[src/hdl/bis_consts.svh]
`ifndef BIS_CONSTS_SVH
`define BIS_CONSTS_SVH

// clock rates
`define BIS_CLK_MHZ          32'h0000_0064
`define BIS_INT_RC_MHZ       6'h10
`define BIS_SYS_PLL_MHZ      6'h20
`define BIS_USB_MHZ          6'h30
`define BIS_NO_CLK_MHZ       6'h00

// watchdog
`define BIS_WDG_REFRESH_US   32'h0000_03e8
`define BIS_WDG_PRESC_MAX    3'h7
`define BIS_WDG_PRESC_OFF    3'h0

// memory map
`define BIS_ROM_BASE         32'h1ff0_0000
`define BIS_ROM_SIZE         32'h0000_2000
`define BIS_RAM_BASE         32'h2000_0000
`define BIS_RAM_LDR_SIZE     32'h0000_1000
`define BIS_SRAM_SIZE        32'h0000_c000
`define BIS_BANK1_BASE       32'h0800_0000
`define BIS_BANK2_BASE       32'h0808_0000

// serial frame: start, 8 data lsb first, even parity, 1 stop
`define BIS_SYNC_BYTE        8'h7f
`define BIS_FRAME_BITS       4'ha
`define BIS_BAUD_MIN         16'h0004

// interface selection codes
`define BIS_SEL_NONE         2'h0
`define BIS_SEL_SER1         2'h1
`define BIS_SEL_SER2         2'h2
`define BIS_SEL_USB          2'h3

// register bus
`define BIS_AXI_AW           8
`define BIS_REG_STATUS       8'h00
`define BIS_REG_BAUD         8'h04
`define BIS_REG_CONTROL      8'h08
`define BIS_REG_WDG_PERIOD   8'h0c
`define BIS_CTRL_RESET       2'h3
`define BIS_RESP_OKAY        2'h0
`define BIS_RESP_SLVERR      2'h2

`endif

[src/hdl/bis_pkg.sv]
`default_nettype none
package bis_pkg;

  typedef enum logic [3:0] {
    S_BOOT, S_JUMP2, S_JUMP1, S_HALT, S_IRQOFF, S_INIT, S_POLL,
    S_SERIAL, S_XTAL, S_RECLK, S_USB, S_RESET
  } bis_state_t;

  typedef enum logic [1:0] {PH_IDLE, PH_MEAS, PH_SAMP} bis_phase_t;

  typedef struct packed {
    bis_phase_t  ph;
    logic [15:0] cnt;
    logic [15:0] width;
    logic [3:0]  bitn;
    logic [9:0]  shreg;
    logic        hit;
  } bis_port_t;

  typedef struct packed {
    bis_state_t      state;
    logic [1:0]      sel;
    bis_port_t [1:0] port;
    logic [4:0]      sy1;
    logic [4:0]      sy2;
    logic [31:0]     wdg_cnt;
    logic            wdg_kick;
    logic [1:0]      ctrl;
    logic [31:0]     wdg_period;
    logic            awv;
    logic [7:0]      awaddr;
    logic            wv;
    logic [31:0]     wdata;
    logic [3:0]      wstrb;
    logic            bvalid;
    logic [1:0]      bresp;
    logic            rvalid;
    logic [31:0]     rdata;
    logic [1:0]      rresp;
  } bis_regs_t;

endpackage : bis_pkg
`default_nettype wire

[src/hdl/bis_boot_selector.sv]
// Summary of operation
// - run system clock at 16 MHz internal RC for serial loaders and USB detection
// - after USB chosen, PLL from crystal makes 48 MHz USB and 32 MHz system
// - in USB loader keep clock failure monitor on; crystal loss causes reset
// - watchdog prescaler at maximum, refreshed periodically
// - loader program lives in 8 Kbyte region at 0x1FF00000
// - 4 Kbytes RAM at 0x20000000 reserved for loader use
// - serial frames are 8 data bits, even parity, one stop bit
// - second serial port uses its remapped pins
// - tick timer measures host signal to derive baud rate
// - low priority USB interrupt enabled and serves all DFU traffic
// - bank-two select or level 2: valid stack at 0x08080000 jumps bank two
// - same condition, no valid bank-two stack: valid stack at 0x08000000 jumps to bank one
// - level 2 with no valid stack halts the CPU for good
// - entering loader disables interrupts, then initialises clock, pins, watchdog, tick
// - USB cable seen without crystal gives a system reset
// - poll both serial ports; first to receive 0x7F is selected
// - USB with crystal: switch clocks to 32/48 MHz, run DFU from interrupts
`timescale 1ns/10ps
`default_nettype none
`include "bis_consts.svh"

module bis_boot_selector
  import bis_pkg::*;
#(
  parameter logic [31:0] SRAM_SIZE          = `BIS_SRAM_SIZE,
  parameter logic [31:0] WDG_REFRESH_CYCLES = `BIS_WDG_REFRESH_US * `BIS_CLK_MHZ
) (
  input  wire logic        aclk,
  input  wire logic        aresetn,
  input  wire logic [7:0]  s_axi_awaddr,
  input  wire logic        s_axi_awvalid,
  output logic             s_axi_awready,
  input  wire logic [31:0] s_axi_wdata,
  input  wire logic [3:0]  s_axi_wstrb,
  input  wire logic        s_axi_wvalid,
  output logic             s_axi_wready,
  output logic [1:0]       s_axi_bresp,
  output logic             s_axi_bvalid,
  input  wire logic        s_axi_bready,
  input  wire logic [7:0]  s_axi_araddr,
  input  wire logic        s_axi_arvalid,
  output logic             s_axi_arready,
  output logic [31:0]      s_axi_rdata,
  output logic [1:0]       s_axi_rresp,
  output logic             s_axi_rvalid,
  input  wire logic        s_axi_rready,
  input  wire logic        boot_bank_two_select,
  input  wire logic        protection_level_two,
  input  wire logic [31:0] bank_two_stack_word,
  input  wire logic [31:0] bank_one_stack_word,
  input  wire logic        serial_port_one_receive,
  input  wire logic        serial_port_two_receive,
  input  wire logic        usb_cable_detected,
  input  wire logic        external_crystal_clock_ready,
  input  wire logic        clock_failure_detected,
  output logic             jump_bank_two,
  output logic             jump_bank_one,
  output logic             cpu_halt,
  output logic             system_reset_request,
  output logic             irq_sources_disabled,
  output logic [31:0]      cpu_fetch_base,
  output logic             loader_ram_reserved,
  output logic [5:0]       system_clock_mhz,
  output logic [5:0]       usb_clock_mhz,
  output logic             pll_from_crystal,
  output logic             clock_failure_monitor_enable,
  output logic             usb_low_prio_irq_enable,
  output logic [2:0]       watchdog_prescaler,
  output logic             watchdog_refresh,
  output logic             serial_port_two_remap,
  output logic [1:0]       selected_interface,
  output logic             serial_loader_run,
  output logic             dfu_loader_run
);

  bis_regs_t r;
  bis_regs_t s;

  function automatic logic in_sram(input logic [31:0] w);
    in_sram = (w >= `BIS_RAM_BASE) && (w < (`BIS_RAM_BASE + SRAM_SIZE));
  endfunction : in_sram

  function automatic logic [7:0] word_addr(input logic [7:0] a);
    word_addr = {a[7:2], 2'b00};
  endfunction : word_addr

  function automatic logic is_loader(input bis_state_t state);
    is_loader = state inside {S_INIT, S_POLL, S_SERIAL, S_XTAL, S_RECLK, S_USB};
  endfunction : is_loader

  // autobaud receiver for one port; start bit width sets the bit time
  function automatic bis_port_t port_step(input bis_port_t p, input logic rxd);
    bis_port_t  n;
    logic [9:0] f;
    n     = p;
    f     = {rxd, p.shreg[9:1]};
    n.hit = 1'b0;
    case (p.ph)
      PH_IDLE: begin
        if (!rxd) begin
          n.ph  = PH_MEAS;
          n.cnt = 16'h0001;
        end
      end
      PH_MEAS: begin
        if (!rxd) begin
          if (p.cnt != 16'hffff) n.cnt = p.cnt + 16'h0001;
        end else if (p.cnt < `BIS_BAUD_MIN) begin
          n.ph = PH_IDLE; // glitch, too short to be a start bit
        end else begin
          n.width = p.cnt;
          n.cnt   = {1'b0, p.cnt[15:1]};
          n.bitn  = 4'h0;
          n.ph    = PH_SAMP;
        end
      end
      PH_SAMP: begin
        if (p.cnt != 16'h0000) begin
          n.cnt = p.cnt - 16'h0001;
        end else begin
          n.shreg = f;
          n.bitn  = p.bitn + 4'h1;
          n.cnt   = p.width - 16'h0001;
          if (p.bitn == `BIS_FRAME_BITS - 4'h1) begin
            n.ph  = PH_IDLE;
            n.hit = (f[7:0] == `BIS_SYNC_BYTE) && (f[8] == ^f[7:0]) && f[9];
          end
        end
      end
      default: n.ph = PH_IDLE;
    endcase
    return n;
  endfunction : port_step

  logic cable_s, xtal_s, cfail_s;

  assign cable_s = r.sy2[2];
  assign xtal_s  = r.sy2[3];
  assign cfail_s = r.sy2[4];

  assign s_axi_awready = !r.awv && !r.bvalid;
  assign s_axi_wready  = !r.wv && !r.bvalid;
  assign s_axi_arready = !r.rvalid;

  always_comb begin
    s          = r;
    s.sy1      = {clock_failure_detected, external_crystal_clock_ready,
                  usb_cable_detected, serial_port_two_receive, serial_port_one_receive};
    s.sy2      = r.sy1;
    s.wdg_kick = 1'b0;

    case (r.state)
      S_BOOT: begin
        if (boot_bank_two_select || protection_level_two) begin
          if (in_sram(bank_two_stack_word)) s.state = S_JUMP2;
          else if (in_sram(bank_one_stack_word)) s.state = S_JUMP1;
          else if (protection_level_two) s.state = S_HALT;
          else s.state = S_IRQOFF;
        end else begin
          s.state = S_IRQOFF;
        end
      end
      S_IRQOFF: s.state = S_INIT;
      S_INIT:   s.state = S_POLL;
      S_POLL: begin
        // receivers run only here, so a late claim cannot steal the link
        for (int i = 0; i < 2; i++) begin
          s.port[i] = port_step(r.port[i], r.sy2[i]);
        end
        if (r.ctrl[0] && cable_s) begin
          s.state = S_XTAL;
        end else if (r.ctrl[1] && s.port[0].hit) begin
          s.state = S_SERIAL;
          s.sel   = `BIS_SEL_SER1;
        end else if (r.ctrl[1] && s.port[1].hit) begin
          s.state = S_SERIAL;
          s.sel   = `BIS_SEL_SER2;
        end
      end
      S_XTAL:  s.state = xtal_s ? S_RECLK : S_RESET;
      S_RECLK: begin
        s.state = S_USB;
        s.sel   = `BIS_SEL_USB;
      end
      S_USB:   if (cfail_s) s.state = S_RESET;
      default: s.state = r.state;
    endcase

    // no stray kick in the cycle that leaves the loader
    if (is_loader(r.state) && is_loader(s.state)) begin
      if (r.wdg_cnt >= r.wdg_period - 32'h0000_0001) begin
        s.wdg_cnt  = 32'h0000_0000;
        s.wdg_kick = 1'b1;
      end else begin
        s.wdg_cnt = r.wdg_cnt + 32'h0000_0001;
      end
    end

    if (s_axi_awvalid && s_axi_awready) begin
      s.awv    = 1'b1;
      s.awaddr = s_axi_awaddr;
    end
    if (s_axi_wvalid && s_axi_wready) begin
      s.wv    = 1'b1;
      s.wdata = s_axi_wdata;
      s.wstrb = s_axi_wstrb;
    end
    if (r.awv && r.wv) begin
      s.awv    = 1'b0;
      s.wv     = 1'b0;
      s.bvalid = 1'b1;
      s.bresp  = `BIS_RESP_OKAY;
      case (word_addr(r.awaddr))
        `BIS_REG_STATUS, `BIS_REG_BAUD: s.bresp = `BIS_RESP_OKAY;
        `BIS_REG_CONTROL: begin
          if (r.wstrb[0]) s.ctrl = r.wdata[1:0];
        end
        `BIS_REG_WDG_PERIOD: begin
          for (int b = 0; b < 4; b++) begin
            if (r.wstrb[b]) s.wdg_period[8*b +: 8] = r.wdata[8*b +: 8];
          end
        end
        default: s.bresp = `BIS_RESP_SLVERR;
      endcase
    end else if (r.bvalid && s_axi_bready) begin
      s.bvalid = 1'b0;
    end

    if (s_axi_arvalid && s_axi_arready) begin
      s.rvalid = 1'b1;
      s.rresp  = `BIS_RESP_OKAY;
      case (word_addr(s_axi_araddr))
        `BIS_REG_STATUS:     s.rdata = {24'h00_0000, r.sel, xtal_s, cable_s, r.state};
        `BIS_REG_BAUD:       s.rdata = {16'h0000, (r.sel == `BIS_SEL_SER2) ?
                                        r.port[1].width : r.port[0].width};
        `BIS_REG_CONTROL:    s.rdata = {30'h0000_0000, r.ctrl};
        `BIS_REG_WDG_PERIOD: s.rdata = r.wdg_period;
        default: begin
          s.rdata = 32'h0000_0000;
          s.rresp = `BIS_RESP_SLVERR;
        end
      endcase
    end else if (r.rvalid && s_axi_rready) begin
      s.rvalid = 1'b0;
    end
  end

  always_ff @(posedge aclk) begin
    if (!aresetn) begin
      r            <= '0;
      r.ctrl       <= `BIS_CTRL_RESET;
      r.wdg_period <= WDG_REFRESH_CYCLES;
    end else begin
      r <= s;
    end
  end

  assign s_axi_bvalid = r.bvalid;
  assign s_axi_bresp  = r.bresp;
  assign s_axi_rvalid = r.rvalid;
  assign s_axi_rdata  = r.rdata;
  assign s_axi_rresp  = r.rresp;

  assign jump_bank_two        = (r.state == S_JUMP2);
  assign jump_bank_one        = (r.state == S_JUMP1);
  assign cpu_halt             = (r.state == S_HALT);
  assign system_reset_request = (r.state == S_RESET);
  assign irq_sources_disabled = !(r.state inside {S_BOOT, S_JUMP2, S_JUMP1, S_HALT});
  assign loader_ram_reserved  = irq_sources_disabled;
  assign cpu_fetch_base       = jump_bank_two ? `BIS_BANK2_BASE :
                                jump_bank_one ? `BIS_BANK1_BASE : `BIS_ROM_BASE;

  // pll only after the crystal has been confirmed
  assign pll_from_crystal  = (r.state == S_RECLK) || (r.state == S_USB);
  assign system_clock_mhz  = pll_from_crystal ? `BIS_SYS_PLL_MHZ : `BIS_INT_RC_MHZ;
  assign usb_clock_mhz     = pll_from_crystal ? `BIS_USB_MHZ : `BIS_NO_CLK_MHZ;
  assign clock_failure_monitor_enable = pll_from_crystal;
  assign usb_low_prio_irq_enable      = (r.state == S_USB);
  assign dfu_loader_run               = (r.state == S_USB);
  assign serial_loader_run            = (r.state == S_SERIAL);
  assign selected_interface           = r.sel;
  assign watchdog_prescaler = is_loader(r.state) ? `BIS_WDG_PRESC_MAX : `BIS_WDG_PRESC_OFF;
  assign watchdog_refresh   = r.wdg_kick;
  assign serial_port_two_remap = irq_sources_disabled;
endmodule : bis_boot_selector
`default_nettype wire

[config.mk]
export PLATFORM = sky130hd
export DESIGN_NAME = bis_boot_selector
export DESIGN_NICKNAME = d
export VERILOG_FILES = /design/src/hdl/bis_pkg.sv /design/src/hdl/bis_boot_selector.sv
export VERILOG_INCLUDE_DIRS = /design/src /design/src/hdl
export SDC_FILE = /design/constraint.sdc
export NUM_CORES = 1
export LEC_CHECK = 0
export ABC_AREA = 1
export BUFFER_PORTS_ARGS = -buffer_cell sky130_fd_sc_hd__buf_4
export CAP_MARGIN = 5
export CORE_UTILIZATION = 50
export DETAILED_ROUTE_END_ITERATION = 8
export GPL_ROUTABILITY_DRIVEN = 1
export PLACE_DENSITY = 0.71
export SETUP_SLACK_MARGIN = 0.3
export SLEW_MARGIN = 20
export SYNTH_ARGS = -nofsm -noshare
export SYNTH_HDL_FRONTEND = slang
export SYNTH_SLANG_ARGS = --single-unit
[constraint.sdc]
create_clock -name aclk -period 5.2 [get_ports aclk]
set_input_delay 1.56 -clock aclk [delete_from_list [all_inputs] [get_ports aclk]]
set_output_delay 1.56 -clock aclk [all_outputs]
set_load 0.02 [all_outputs]
### Word level (Yosys, flattened, before mapping)

Cells that the tools add are included.

* register bits after elaboration: 263
* latch bits: 0
* memory bits (writable): 0
* ROM bits: 0
* input port bits: 130
* output and inout port bits: 103
* word-level logic and storage cells: 232
* memories kept: 0

* $add $sub $neg: 10
* multiply operators: 0
* divide/modulo/power cells: 0
* magnitude comparators: 7
* equal/unequal tests: 56
* shift-type cells: 0
* multiplexer cells: 61
* bitwise operators: 3
* reductions and logical operators: 64

Operator list (number)
* $pmux W32 S4: 1
* $mux W16: 7
* $pmux W16 S3: 2
* $mux W36: 2
* $ge A32 B30 Y1 const B: 2
* $lt A32 B30 Y1 const B: 2
* $sub A16 B1 Y16 const B: 4
* $mux W29: 2
* $mux W11: 4
* $eq A4 B4 Y1 const B: 9
* $mux W18: 2
* $add A16 B1 Y16 const B: 2
* $add A32 B1 Y32 const B: 1
* $ge A32 B32 Y1: 1
* $lt A16 B3 Y1 const B: 2
* $mux W32: 1
* $ne A16 B16 Y1 const B: 2
* $reduce_bool A16 Y1: 2
* $sub A32 B1 Y32 const B: 1
* $mux W15: 2
* $reduce_and A5 Y1: 6
* $eq A4 B3 Y1 const B: 7
* $pmux W4 S7: 1
* $ne A2 B2 Y1 const B: 13
* other kinds (36): 123

### Depth between registers and ports, before layout

Gate-level depths: netlist of run 1.

* depth in word-level cells: 17
* mapped depth: 24
* gate-level depth less buffers: 23

### Worst setup path after synthesis of run 1

No wires, ideal clock.

* path kind: register to register
* start: reg r[84] in the netlist's numbering
* end: reg r[120] in the netlist's numbering
* library setup time: 111 ps
* data arrival time: 3481 ps
* data required time: 5089 ps
* path slack: 1608 ps
* cell stages (with the launch flop): 24
* buffers on the path: 1
* period minus slack after synthesis: 3592 ps
* cells stage by stage: dfxtp_1 > inv_1 > ha_1 > inv_1 > nor2_1 > nand2_1 > inv_1 > nand3_1 > nor3_1 > nand3_1 > nor2_1 > and3_1 > nand3_1 > xor2_1 > ha_1 > nand2_1 > nor4_1 > and3_1 > nand4_1 > nand3_1 > clkbuf_1 > nand3_1 > nand2_1 > nor2_1

* longest elaborated chain between the ends: 3

Ends and longest elaborated chain
* start: declaration: RTL line bis_boot_selector.sv:77 `bis_regs_t r;`
* start signal: assignment: RTL line bis_boot_selector.sv:255 `r <= s;`
* $sub A32 B1 Y32: RTL line bis_boot_selector.sv:192 `if (r.wdg_cnt >= r.wdg_period - 32'h0000_0001) begin`
* $ge A32 B32 Y1: RTL line bis_boot_selector.sv:192
* $mux W32: RTL line bis_boot_selector.sv:192

No other way between the ends.
A chain may end at the register's enable or synchronous reset.

### Worst setup path after layout of run 1

* start: reg r[84] in the netlist's numbering
* end: reg r[143] in the netlist's numbering

The elaborated chain is that of the path after synthesis.

==> results of run 1 <==
==> routing by layer <==
layer  GRT usage  vias to the layer above
li1            -                     7887
met1       0.326                     7042
met2       0.467                      364
met3      0.0295                       86
met4       0.102                        0
met5           0                        -
==> worst paths after layout <==
check               from  endpoint
hold reg to reg   r[156]    r[151]
setup / recovery   r[84]    r[143]
setup reg to reg   r[84]    r[143]
hold / removal    r[156]    r[151]
==> cell usage in the layout (no fill, tap or decap), types with 4 or more instances in the layout <==
cell type / n
a21oi_1: 186
a22oi_1: 5
a31oi_1: 6
buf_4: 176
clkbuf_1: 5
clkbuf_16: 29
clkbuf_8: 4
clkinv_2: 5
conb_1: 33
dfxtp_1: 257
ha_1: 60
inv_1: 235
inv_2: 12
nand2_1: 481
nand2_2: 8
nand3_1: 117
nand3_2: 7
nand3b_1: 5
nand4_1: 24
nor2_1: 386
nor2_2: 20
nor3_1: 57
nor3_2: 6
nor4_1: 11
o211ai_1: 16
o21ai_0: 212
o21ai_1: 9
o21bai_1: 4
o22ai_1: 14
xnor2_1: 23
xor2_1: 46
==> cell usage after synthesis (15+ instances only) <==
cell type and n:
dfxtp_1 257, buf_4 93, o22ai_1 15, o21ai_0 212, buf_2 18, xor2_1 46, inv_1 235, nand3_1 118
a21oi_1 186, clkbuf_1 58, o211ai_1 16, nor2_2 19, ha_1 60, nor2_1 387, nor3_1 57, xnor2_1 23
nand4_1 24, nand2_1 481
==> critical path: cells and delay by family, from the launching register on <==
| family | cells | cell delay [ns] |
|---|---|---|
| DFF | 1 | 0.31 |
| and+or+nand+nor | 15 | 2.54 |
| adders and majority gates | 2 | 0.49 |
| AOI/OAI and AO/OA | 1 | 0.07 |
| xor gates and xnor gates | 1 | 0.16 |
| buffers and inverters | 4 | 0.60 |
==> power by group <==
part	internal (mW)	total, mW	switching (mW)	leakage (nW)
Combinational	0.393	1.27	0.882	5.09
Clock	1.23	2.07	0.847	0.463
Sequential	2.04	2.10	0.0543	2.09
Total	3.66	5.44	1.78	7.64
==> through the flow <==
step                setup slack (ns)  area (µm²)  cells  utilization
detailed placement             0.762       16800   2857        0.533
CTS                            0.726       17700   2908        0.563
global route                   0.383       17700   2908        0.563
finish                         0.846       17700   2908        0.563
global placement               0.875       16800   2857        0.533
floorplan                       1.61       16100   2465            -
==> cell type report <==
class,count,area share
clock buffer,38,0.0451
clock inverter,13,0.00875
inverter,250,0.0529
multi-input combinational,1771,0.499
sequential,257,0.290
tap,402,0.0284
timing repair buffer,177,0.0757
==> cell families (layout without fill, tap and decap cells) <==
family / after synthesis / in the layout / synth area share
xor+xnor: 69 / 69 / 0.0379
other cells: 2 / 33 / 0.000471
flops: 257 / 257 / 0.323
simple gates: 1139 / 1139 / 0.302
compound gates: 470 / 470 / 0.158
buf+inv: 437 / 478 / 0.132
fa+ha+maj: 60 / 60 / 0.0471
==> what timing repair did <==
action                                  CTS  global route
resized for setup                         0             1
buffers inserted                          0             0
endpoints found under the setup margin    0            23
hold buffers                              0             0
==> run_summary.xml, run 1 <==
<?xml version="1.0" encoding="UTF-8"?>
<metrics>
  <group name="power">
    <metric name="power_leakage" unit="nW">7.64</metric>
    <metric name="power_density" unit="nW/µm²">307</metric>
    <metric name="p_total" unit="mW">5.44</metric>
    <metric name="vdd_ir_drop_max" unit="µV">318</metric>
  </group>
  <group name="detailed_routing">
    <metric name="totalWireLength" unit="mm">43.1</metric>
    <metric name="detailroute.wirelength.met3" unit="mm">1.92</metric>
    <metric name="met1Wirelength" unit="mm">19.0</metric>
    <metric name="dr_total_vias" unit="">15400</metric>
    <metric name="top_signal_layer_used" unit="">met4</metric>
    <metric name="vias_cell" unit="">5.29</metric>
    <metric name="detailed_routing_iteration_count_for_the_pre_antenna_repair_pass" unit="">6</metric>
    <metric name="drc" unit="">0</metric>
    <metric name="wire_per_inst" unit="µm">14.8</metric>
    <metric name="drt-initial-drc-count" unit="">932</metric>
    <metric name="post_detailed_route_count_of_antenna_violating_nets" unit="">0</metric>
    <metric name="detailroute.wirelength.met2" unit="mm">20.7</metric>
  </group>
  <group name="layout">
    <metric name="multi_input_area" unit="µm²">8840</metric>
    <metric name="largest_register_ff_count" unit="">216</metric>
    <metric name="num_antenna_cells" unit="">0</metric>
    <metric name="final_nets" unit="">2676</metric>
    <metric name="drive_above_1_share" unit="">0.116</metric>
    <metric name="fillCellCount" unit="">3093</metric>
    <metric name="largest-register" unit="">r</metric>
    <metric name="syn2layout_area_growth" unit="%">11.2</metric>
    <metric name="area.sequential" unit="µm²">5140</metric>
  </group>
  <group name="critical_path">
    <metric name="worst_path_max_delay_cell" unit="">nor4_1</metric>
    <metric name="crit_path_frequent_cell" unit="">nand3_1</metric>
    <metric name="worst_ep_required_time" unit="ns">5.58</metric>
    <metric name="cp_max_fo" unit="">23</metric>
    <metric name="ff2ff_setup_slack" unit="ns">0.85</metric>
    <metric name="critPathKind" unit="">reg2reg</metric>
    <metric name="worst-r2r-cell-count" unit="">23</metric>
    <metric name="crit_chain" unit="">inv_1 -&gt; ha_1 -&gt; inv_1 -&gt; nor2_1 -&gt; nand2_1 -&gt; inv_1 -&gt; nand3_1 -&gt; nor3_1 -&gt; nand3_1 -&gt; nor2_1 -&gt; and3_1 -&gt; nand3_1 -&gt; xor2_1 -&gt; ha_1 -&gt; nand2_1 -&gt; nor4_1 -&gt; and3_1 -&gt; nand4_1 -&gt; nand3_2 -&gt; buf_4 -&gt; nor2_1 -&gt; nand3_1 -&gt; a21oi_1</metric>
    <metric name="critical_path.max_stage_delay" unit="ns">0.38</metric>
    <metric name="critical_path_arrival" unit="ns">4.73</metric>
    <metric name="start_kind" unit="">flip-flop</metric>
    <metric name="endpoint_kind" unit="">flip-flop</metric>
  </group>
  <group name="timing">
    <metric name="finalSetupViolCount" unit="">0</metric>
    <metric name="finalWorstPathRequiredPeriod" unit="ns">4.35</metric>
    <metric name="timing.final.max_slew_violations" unit="">0</metric>
    <metric name="rsz0062_at_grt" unit="">no</metric>
    <metric name="clock.fmax" unit="MHz">230</metric>
    <metric name="timing.hold.ws" unit="ns">0.409</metric>
    <metric name="maxSlewHeadroom" unit="">0.306</metric>
    <metric name="worst_pin_slew" unit="ns">1.04</metric>
    <metric name="skew" unit="ns">0.0223</metric>
    <metric name="setup_total_negative_slack" unit="ns">0</metric>
    <metric name="final_hold_viol_count" unit="">0</metric>
    <metric name="post-route-period-util" unit="">0.837</metric>
  </group>
  <group name="yosys">
    <metric name="post_synth_main_area_contributors" unit="">dfxtp_1 (32%), nand2_1 (11%), nor2_1 (9.1%)</metric>
    <metric name="ys_types" unit="">51</metric>
    <metric name="synth_top_cell_by_area" unit="">dfxtp_1</metric>
    <metric name="ys_warn_count" unit="">0</metric>
    <metric name="synth_edf_count" unit="">0</metric>
    <metric name="sequential_element_share_of_the_synthesized_area" unit="">0.323</metric>
    <metric name="synth.cell_area" unit="µm²">15900</metric>
    <metric name="ys_seq_elements" unit="">257</metric>
    <metric name="synthesis.area_per_instance" unit="µm²">6.55</metric>
    <metric name="synth_top_area_frac" unit="">0.323</metric>
    <metric name="syn_inst" unit="">2434</metric>
    <metric name="proportion_of_register_bits_with_asynchronous_set_or_reset_after_synthesis" unit="">0</metric>
    <metric name="ys_dominant_reg_cell" unit="">dfxtp_1</metric>
  </group>
  <group name="die">
    <metric name="floorplan.die.width" unit="µm">181</metric>
    <metric name="placeableCoreArea" unit="µm²">31500</metric>
    <metric name="site_rows" unit="">65</metric>
    <metric name="io_pins" unit="">233</metric>
    <metric name="die_height" unit="µm">181</metric>
    <metric name="fp.dieArea" unit="µm²">32600</metric>
    <metric name="start_util" unit="">0.507</metric>
  </group>
  <group name="grt">
    <metric name="overflow" unit="">0</metric>
    <metric name="grt_start_max_net_pins" unit="">142</metric>
    <metric name="grt_pass1_vias" unit="">14500</metric>
    <metric name="number_of_antenna_violations_at_the_first_check_in_global_routing" unit="">0</metric>
    <metric name="grt_pass1_wl" unit="mm">71.2</metric>
    <metric name="grt.total_usage" unit="">0.263</metric>
  </group>
  <group name="placement">
    <metric name="place.gp.congestion" unit="">0.918</metric>
    <metric name="detailed_place_hpwl" unit="mm">31.9</metric>
    <metric name="port-buffer-count" unit="">167</metric>
  </group>
  <group name="clocking">
    <metric name="cts-buffers-inserted" unit="">29</metric>
    <metric name="worst_skew_pair.late_latency" unit="ns">0.56</metric>
    <metric name="tritoncts" unit="">done</metric>
    <metric name="cts-htree-levels" unit="">1</metric>
    <metric name="clk_path_buf_depth" unit="">3</metric>
    <metric name="clk_pin_slew_worst_paths" unit="ns">0.06</metric>
    <metric name="clkSinkCount" unit="">257</metric>
    <metric name="root_buffer" unit="">clkbuf_16</metric>
  </group>
  <group name="job">
    <metric name="timing.max_cap.violations" unit="">0</metric>
  </group>
  <group name="min_path">
    <metric name="min_path_cells" unit="">2</metric>
    <metric name="hp-class" unit="">reg2reg</metric>
  </group>
  <group name="outcome">
    <metric name="run_status" unit="">finished clean</metric>
  </group>
</metrics>
No activity file was read; power rests on OpenSTA's default activity.
==> inputs of run 2 (changes only) <==
Clock period 5.2 ns to 4.3 ns, I/O delays scaled along.
==> run 2 against run 1 <==
Count of clock-buffer cells in the layout shrank 1. Via count grew 1.2%. Worst setup slack lost 0.29 ns. Clock power grew 19%. Critical path type unchanged.
==> run_summary.xml, run 2 (synthesized netlist as in run 1, its figures left out) <==
<?xml version="1.0" encoding="UTF-8"?>
<metrics>
  <group name="die">
    <metric name="site_rows" unit="">65</metric>
    <metric name="die_height" unit="µm">181</metric>
    <metric name="floorplan.die.width" unit="µm">181</metric>
    <metric name="start_util" unit="">0.507</metric>
    <metric name="io_pins" unit="">233</metric>
    <metric name="fp.dieArea" unit="µm²">32600</metric>
    <metric name="placeableCoreArea" unit="µm²">31500</metric>
  </group>
  <group name="detailed_routing">
    <metric name="vias_cell" unit="">5.33</metric>
    <metric name="detailroute.wirelength.met2" unit="mm">21.9</metric>
    <metric name="wire_per_inst" unit="µm">15.1</metric>
    <metric name="detailroute.wirelength.met3" unit="mm">2.13</metric>
    <metric name="drt-initial-drc-count" unit="">1051</metric>
    <metric name="totalWireLength" unit="mm">44.1</metric>
    <metric name="dr_total_vias" unit="">15600</metric>
    <metric name="drc" unit="">0</metric>
    <metric name="detailed_routing_iteration_count_for_the_pre_antenna_repair_pass" unit="">6</metric>
    <metric name="met1Wirelength" unit="mm">19.3</metric>
    <metric name="top_signal_layer_used" unit="">met4</metric>
    <metric name="post_detailed_route_count_of_antenna_violating_nets" unit="">0</metric>
  </group>
  <group name="min_path">
    <metric name="hp-class" unit="">reg2reg</metric>
  </group>
  <group name="grt">
    <metric name="overflow" unit="">0</metric>
    <metric name="grt.total_usage" unit="">0.267</metric>
    <metric name="grt_pass1_vias" unit="">14800</metric>
    <metric name="grt_start_max_net_pins" unit="">125</metric>
    <metric name="number_of_antenna_violations_at_the_first_check_in_global_routing" unit="">0</metric>
    <metric name="grt_pass1_wl" unit="mm">72.1</metric>
  </group>
  <group name="critical_path">
    <metric name="critPathKind" unit="">reg2reg</metric>
    <metric name="endpoint_kind" unit="">flip-flop</metric>
    <metric name="worst_path_max_delay_cell" unit="">dfxtp_1</metric>
    <metric name="start_kind" unit="">flip-flop</metric>
    <metric name="crit_chain" unit="">inv_2 -&gt; ha_2 -&gt; inv_1 -&gt; nor2_2 -&gt; nand2_1 -&gt; inv_1 -&gt; nand3_1 -&gt; nor3_2 -&gt; nand3_2 -&gt; nor2_4 -&gt; and3_4 -&gt; nand2_1 -&gt; xor2_1 -&gt; ha_1 -&gt; nand2_2 -&gt; nor4_4 -&gt; and3_4 -&gt; nand4_1 -&gt; nand3_2 -&gt; clkbuf_16 -&gt; nor2_1 -&gt; nand3_1 -&gt; a21oi_1</metric>
    <metric name="path_buf_inv" unit="">4</metric>
    <metric name="timing.critical_path.max_delay_family" unit="">simple AND/OR/NAND/NOR gates</metric>
    <metric name="worst_ep_required_time" unit="ns">4.72</metric>
    <metric name="critical_path_arrival" unit="ns">4.16</metric>
    <metric name="critical_path.max_stage_delay" unit="ns">0.32</metric>
    <metric name="cp_max_fo" unit="">16</metric>
  </group>
  <group name="timing">
    <metric name="final_hold_viol_count" unit="">0</metric>
    <metric name="timing.final.max_slew_violations" unit="">0</metric>
    <metric name="finalSetupViolCount" unit="">0</metric>
    <metric name="finalWorstPathRequiredPeriod" unit="ns">3.74</metric>
    <metric name="skew" unit="ns">0.0218</metric>
    <metric name="clock.fmax" unit="MHz">267</metric>
    <metric name="rsz0062_at_grt" unit="">no</metric>
    <metric name="post-route-period-util" unit="">0.869</metric>
    <metric name="worst_pin_slew" unit="ns">1.01</metric>
    <metric name="setup_total_negative_slack" unit="ns">0</metric>
    <metric name="maxSlewHeadroom" unit="">0.324</metric>
  </group>
  <group name="clocking">
    <metric name="worst_skew_pair.late_latency" unit="ns">0.57</metric>
    <metric name="clkSinkCount" unit="">257</metric>
    <metric name="hold_buffers" unit="">0</metric>
    <metric name="clk_pin_slew_worst_paths" unit="ns">0.06</metric>
    <metric name="cts-buffers-inserted" unit="">28</metric>
    <metric name="tritoncts" unit="">done</metric>
    <metric name="clk_path_buf_depth" unit="">3</metric>
    <metric name="root_buffer" unit="">clkbuf_16</metric>
    <metric name="cts-htree-levels" unit="">1</metric>
  </group>
  <group name="layout">
    <metric name="drive_above_1_share" unit="">0.126</metric>
    <metric name="most-common-layout-cells" unit="">nand2_1 (479), nor2_1 (384), dfxtp_1 (257)</metric>
    <metric name="multi_input_area" unit="µm²">8950</metric>
    <metric name="postLayoutCoreUtil" unit="">0.570</metric>
    <metric name="largest_register_ff_count" unit="">216</metric>
    <metric name="mostFrequentLayoutCell" unit="">nand2_1</metric>
    <metric name="syn2layout_area_growth" unit="%">12.6</metric>
    <metric name="num_antenna_cells" unit="">0</metric>
    <metric name="area.sequential" unit="µm²">5140</metric>
    <metric name="largest-register" unit="">r</metric>
    <metric name="final_nets" unit="">2686</metric>
    <metric name="fillCellCount" unit="">3089</metric>
  </group>
  <group name="placement">
    <metric name="detailed_place_hpwl" unit="mm">32.6</metric>
    <metric name="place.gp.congestion" unit="">0.941</metric>
    <metric name="port-buffer-count" unit="">167</metric>
  </group>
  <group name="job">
    <metric name="timing.max_cap.violations" unit="">0</metric>
  </group>
  <group name="power">
    <metric name="power_density" unit="nW/µm²">365</metric>
    <metric name="vdd_ir_drop_max" unit="µV">315</metric>
    <metric name="power_leakage" unit="nW">7.72</metric>
  </group>
  <group name="outcome">
    <metric name="run_status" unit="">finished clean</metric>
  </group>
</metrics>
==> run 2: cell types whose count changed in the layout (fill, tap and decap cells not counted), sizes merged <==
| cell | before | now |
|---|---|---|
| buf | 177 | 187 |
| clkinv | 9 | 11 |
| clkinvlp | 3 | 1 |
==> run 2: worst reg2reg max path, cell delays in order (launching register included) <==
cell	delay [ns]
dfxtp_1	0.32
inv_2	0.08
ha_2	0.19
inv_1	0.06
nor2_2	0.13
nand2_1	0.10
inv_1	0.08
nand3_1	0.13
nor3_2	0.25
nand3_2	0.16
nor2_4	0.16
and3_4	0.21
nand2_1	0.07
xor2_1	0.16
ha_1	0.29
nand2_2	0.07
nor4_4	0.25
and3_4	0.23
nand4_1	0.10
nand3_2	0.15
clkbuf_16	0.20
nor2_1	0.05
nand3_1	0.09
a21oi_1	0.08
==> run 2: path summary, 6_finish.rpt <==
kind | depth (start not counted) | start | slack (ns) | end
worst max-delay path | 23 | r[85] | 0.56 | r[143]
worst min-delay path | 2 | r[157] | 0.42 | r[152]
worst max register to register | 23 | r[85] | 0.56 | r[143]
worst min register to register | 2 | r[157] | 0.42 | r[152]
==> run 2: through the flow <==
step / power, mW / cell area [µm²] / std cells / setup WS, ns / hold WS, ns
6_report: 6.56 / 17900 / 2918 / 0.561 / 0.419
5_1_grt: 6.87 / 17900 / 2918 / 0.242 / 0.434
4_1_cts: 6.61 / 17800 / 2914 / 0.315 / 0.417
3_5_place_dp: 4.14 / 16800 / 2864 / 0.286 / 0.402
3_3_place_gp: 4.12 / 16800 / 2864 / 0.394 / 0.395
2_1_floorplan: 3.82 / 16100 / 2465 / 0.708 / 0.390
==> run 2: layout make-up <==
| class | count | area share |
|---|---|---|
| clock buffers | 37 | 0.0432 |
| clock inverters | 13 | 0.00955 |
| repair buffers | 188 | 0.0817 |
| well taps | 402 | 0.0280 |
| inverters | 250 | 0.0523 |
| flip-flops and latches | 257 | 0.287 |
| multi-input cells | 1771 | 0.499 |
==> run 2: metal layers <==
metal  vias up  global-route usage
met5         -                   0
met4         0              0.0735
met3        69              0.0247
met2       417               0.484
met1      7176               0.338
li1       7901                   -
==> run 2: where the power goes <==
| group | internal, mW | total [mW] | switching (mW) |
|---|---|---|---|
| logic | 0.482 | 1.57 | 1.09 |
| registers | 2.47 | 2.54 | 0.0668 |
| clock network | 1.45 | 2.46 | 1.01 |
| total | 4.40 | 6.56 | 2.16 |
==> run 2: what timing repair did <==
action | 4_1_cts | 5_1_grt
resized for setup | 1 | 26
endpoints found under the setup margin | 33 | 33
endpoints found under the hold margin | 0 | 0
pin swaps | 0 | 12
cloned | 0 | 1
buffers inserted | 0 | 3
==> inputs of run 3 (changes only) <==
Settings changed: ABC_AREA 1 to 0, BUFFER_PORTS_ARGS -buffer_cell sky130_fd_sc_hd__buf_4 to -buffer_cell sky130_fd_sc_hd__buf_2.
==> run 3 against run 2 <==
Global-route usage decreased by 1.0 points. Largest cell class unchanged. Count of clock-buffer cells in the layout increased by 2. Fmax increased by 1.1%. Highest routed layer unchanged.
==> run_summary.xml, run 3 <==
<?xml version="1.0" encoding="UTF-8"?>
<metrics>
  <group name="detailed_routing">
    <metric name="wire_per_inst" unit="µm">17.0</metric>
    <metric name="vias_cell" unit="">5.80</metric>
    <metric name="drc" unit="">0</metric>
    <metric name="dr_total_vias" unit="">14100</metric>
    <metric name="post_detailed_route_count_of_antenna_violating_nets" unit="">0</metric>
    <metric name="drt-initial-drc-count" unit="">1130</metric>
    <metric name="totalWireLength" unit="mm">41.3</metric>
    <metric name="detailed_routing_iteration_count_for_the_pre_antenna_repair_pass" unit="">7</metric>
  </group>
  <group name="yosys">
    <metric name="most_frequently_used_cell_type_in_the_post_synthesis_netlist" unit="">nand2_1</metric>
    <metric name="ys_types" unit="">78</metric>
    <metric name="synth_edf_count" unit="">0</metric>
    <metric name="synth_top_cell_by_area" unit="">dfxtp_1</metric>
    <metric name="synth.top_cells.by_count" unit="">nand2_1 (332), dfxtp_1 (257), a21oi_1 (210)</metric>
    <metric name="ys_dominant_reg_cell" unit="">dfxtp_1</metric>
    <metric name="post_synth_main_area_contributors" unit="">dfxtp_1 (33%), nand2_1 (8.0%), a21oi_1 (6.8%)</metric>
    <metric name="synth.cell_area" unit="µm²">15500</metric>
    <metric name="syn_inst" unit="">1975</metric>
    <metric name="proportion_of_register_bits_with_asynchronous_set_or_reset_after_synthesis" unit="">0</metric>
    <metric name="ys_warn_count" unit="">0</metric>
    <metric name="synthesis.area_per_instance" unit="µm²">7.85</metric>
    <metric name="ys_seq_elements" unit="">257</metric>
    <metric name="synth_top_area_frac" unit="">0.332</metric>
    <metric name="sequential_element_share_of_the_synthesized_area" unit="">0.332</metric>
  </group>
  <group name="layout">
    <metric name="largest-register" unit="">r</metric>
    <metric name="mostFrequentLayoutCell" unit="">nand2_1</metric>
    <metric name="syn2layout_area_growth" unit="%">9.41</metric>
    <metric name="largest_register_ff_count" unit="">216</metric>
    <metric name="most-common-layout-cells" unit="">nand2_1 (331), dfxtp_1 (257), a21oi_1 (209)</metric>
    <metric name="final_nets" unit="">2203</metric>
    <metric name="fillCellCount" unit="">2837</metric>
    <metric name="num_antenna_cells" unit="">0</metric>
    <metric name="drive_above_1_share" unit="">0.165</metric>
  </group>
  <group name="grt">
    <metric name="grt_start_max_net_pins" unit="">91</metric>
    <metric name="grt_pass1_vias" unit="">12900</metric>
    <metric name="overflow" unit="">0</metric>
    <metric name="number_of_antenna_violations_at_the_first_check_in_global_routing" unit="">0</metric>
    <metric name="grt.total_usage" unit="">0.257</metric>
    <metric name="globalRoute.busiestLayer" unit="">met2</metric>
    <metric name="gr-usage-met2" unit="">0.430</metric>
    <metric name="grt_pass1_wl" unit="mm">66.2</metric>
    <metric name="gr-usage-met3" unit="">0.0311</metric>
    <metric name="grt.met1_usage" unit="">0.347</metric>
  </group>
  <group name="clocking">
    <metric name="root_buffer" unit="">clkbuf_16</metric>
    <metric name="clk_path_buf_depth" unit="">3</metric>
    <metric name="clk_pin_slew_worst_paths" unit="ns">0.06</metric>
    <metric name="cts-htree-levels" unit="">1</metric>
    <metric name="hold_buffers" unit="">0</metric>
    <metric name="clkSinkCount" unit="">257</metric>
    <metric name="postCtsSetupRepairBufs" unit="">0</metric>
    <metric name="worst_skew_pair.late_latency" unit="ns">0.57</metric>
    <metric name="cts-buffers-inserted" unit="">29</metric>
    <metric name="tritoncts" unit="">done</metric>
  </group>
  <group name="critical_path">
    <metric name="cp_max_fo" unit="">17</metric>
    <metric name="critPathKind" unit="">reg2reg</metric>
    <metric name="endpoint_kind" unit="">flip-flop</metric>
    <metric name="critical_path_arrival" unit="ns">4.15</metric>
    <metric name="worst_ep_required_time" unit="ns">4.76</metric>
    <metric name="start_kind" unit="">flip-flop</metric>
  </group>
  <group name="timing">
    <metric name="skew" unit="ns">0.0226</metric>
    <metric name="rsz0062_at_grt" unit="">no</metric>
    <metric name="timing.final.max_slew_violations" unit="">0</metric>
    <metric name="worst_pin_slew" unit="ns">1.03</metric>
    <metric name="setup_total_negative_slack" unit="ns">0</metric>
    <metric name="finalWorstPathRequiredPeriod" unit="ns">3.70</metric>
    <metric name="finalSetupViolCount" unit="">0</metric>
    <metric name="post-route-period-util" unit="">0.860</metric>
    <metric name="final_hold_viol_count" unit="">0</metric>
    <metric name="clock.fmax" unit="MHz">270</metric>
    <metric name="maxSlewHeadroom" unit="">0.313</metric>
  </group>
  <group name="power">
    <metric name="vdd_ir_drop_max" unit="µV">374</metric>
    <metric name="power_leakage" unit="nW">6.60</metric>
    <metric name="power_density" unit="nW/µm²">363</metric>
    <metric name="p_total" unit="mW">6.15</metric>
  </group>
  <group name="placement">
    <metric name="port-buffer-count" unit="">167</metric>
    <metric name="detailed_place_hpwl" unit="mm">29.6</metric>
    <metric name="place.gp.congestion" unit="">0.919</metric>
  </group>
  <group name="die">
    <metric name="die_height" unit="µm">178</metric>
    <metric name="site_rows" unit="">64</metric>
    <metric name="floorplan.die.width" unit="µm">178</metric>
    <metric name="fp.dieArea" unit="µm²">31700</metric>
    <metric name="placeableCoreArea" unit="µm²">30500</metric>
    <metric name="io_pins" unit="">233</metric>
    <metric name="start_util" unit="">0.508</metric>
  </group>
  <group name="job">
    <metric name="timing.max_cap.violations" unit="">0</metric>
  </group>
  <group name="min_path">
    <metric name="hp-class" unit="">reg2reg</metric>
  </group>
  <group name="outcome">
    <metric name="run_status" unit="">finished clean</metric>
  </group>
</metrics>
-- run 3: cell types whose count changed after synthesis, sizes merged, moves of 34 or more --
cell    delta
clkbuf    +36
xnor2     +61
a21oi     +34
inv      -210
nand2    -159
o21ai    -146
nor2     -278
mux2i     +34
-- run 3: stage by stage --
stage	hold slack (ns)	utilization	setup slack [ns]	cell area [µm²]	std cells
global route	0.448	0.556	0.313	17000	2430
floorplan	0.412	-	0.907	15600	2006
global placement	0.417	0.523	0.422	15900	2378
CTS	0.436	0.554	0.363	16900	2430
detailed placement	0.418	0.523	0.365	15900	2378
finish	0.431	0.556	0.601	17000	2430
-- run 3: critical path, stage by stage, from the launching register on --
cell      delay [ns]
dfxtp_1         0.38
nor4_2          0.34
nand2b_1        0.13
nor2_2          0.20
and3_1          0.29
nand2_1         0.13
nor4_2          0.19
xnor2_1         0.11
ha_1            0.18
a21o_1          0.17
a21o_1          0.17
a21oi_1         0.12
o21ai_0         0.10
a221o_1         0.34
a31oi_2         0.23
a21boi_4        0.08
buf_4           0.23
and2_1          0.19
-- run 3: logic make-up after synthesis --
kind of cell | after synthesis | share of synthesized area
compound gates | 448 | 0.182
simple gates | 803 | 0.259
fa+ha+maj | 60 | 0.0484
xor+xnor | 110 | 0.0622
flops | 257 | 0.332
other cells | 2 | 0.000484
mux | 39 | 0.0256
buf+inv | 256 | 0.0898
-- run 3: final timing paths --
kind               start  cells past startpoint                to  slack [ns]
setup / recovery   r[86]                     17  watchdog_refresh        0.60
hold / removal    r[157]                      1            r[152]        0.43
setup reg to reg   r[86]                     17  watchdog_refresh        0.60
hold reg to reg   r[157]                      1            r[152]        0.43
-- run 3: timing repair --
item / 4_1_cts / 5_1_grt
resized for setup: 1 / 9
hold endpoints to repair: 0 / 0
endpoints found under the setup margin: 3 / 36
-- run 3: per-layer routing --
metal	vias to the layer above	wire length, µm	part of all wire
li1	6881	-	-
met1	6727	18100	0.44
met2	428	19600	0.47
met3	60	2440	0.059
met4	0	1120	0.027
met5	-	0	0
-- run 3: cell type report --
class | count | area, µm² | share of cell area
clock buffers | 39 | 823 | 0.0485
clock inverters | 13 | 144 | 0.00848
inverters | 38 | 149 | 0.00878
multi-input cells | 1493 | 9140 | 0.539
flip-flops and latches | 257 | 5140 | 0.303
well taps | 396 | 495 | 0.0292
repair buffers | 194 | 1060 | 0.0627
-- run 3: power breakdown --
| part | switching, mW | internal (mW) |
|---|---|---|
| Clock | 1.02 | 1.51 |
| Combinational | 0.776 | 0.353 |
| Sequential | 0.0541 | 2.44 |
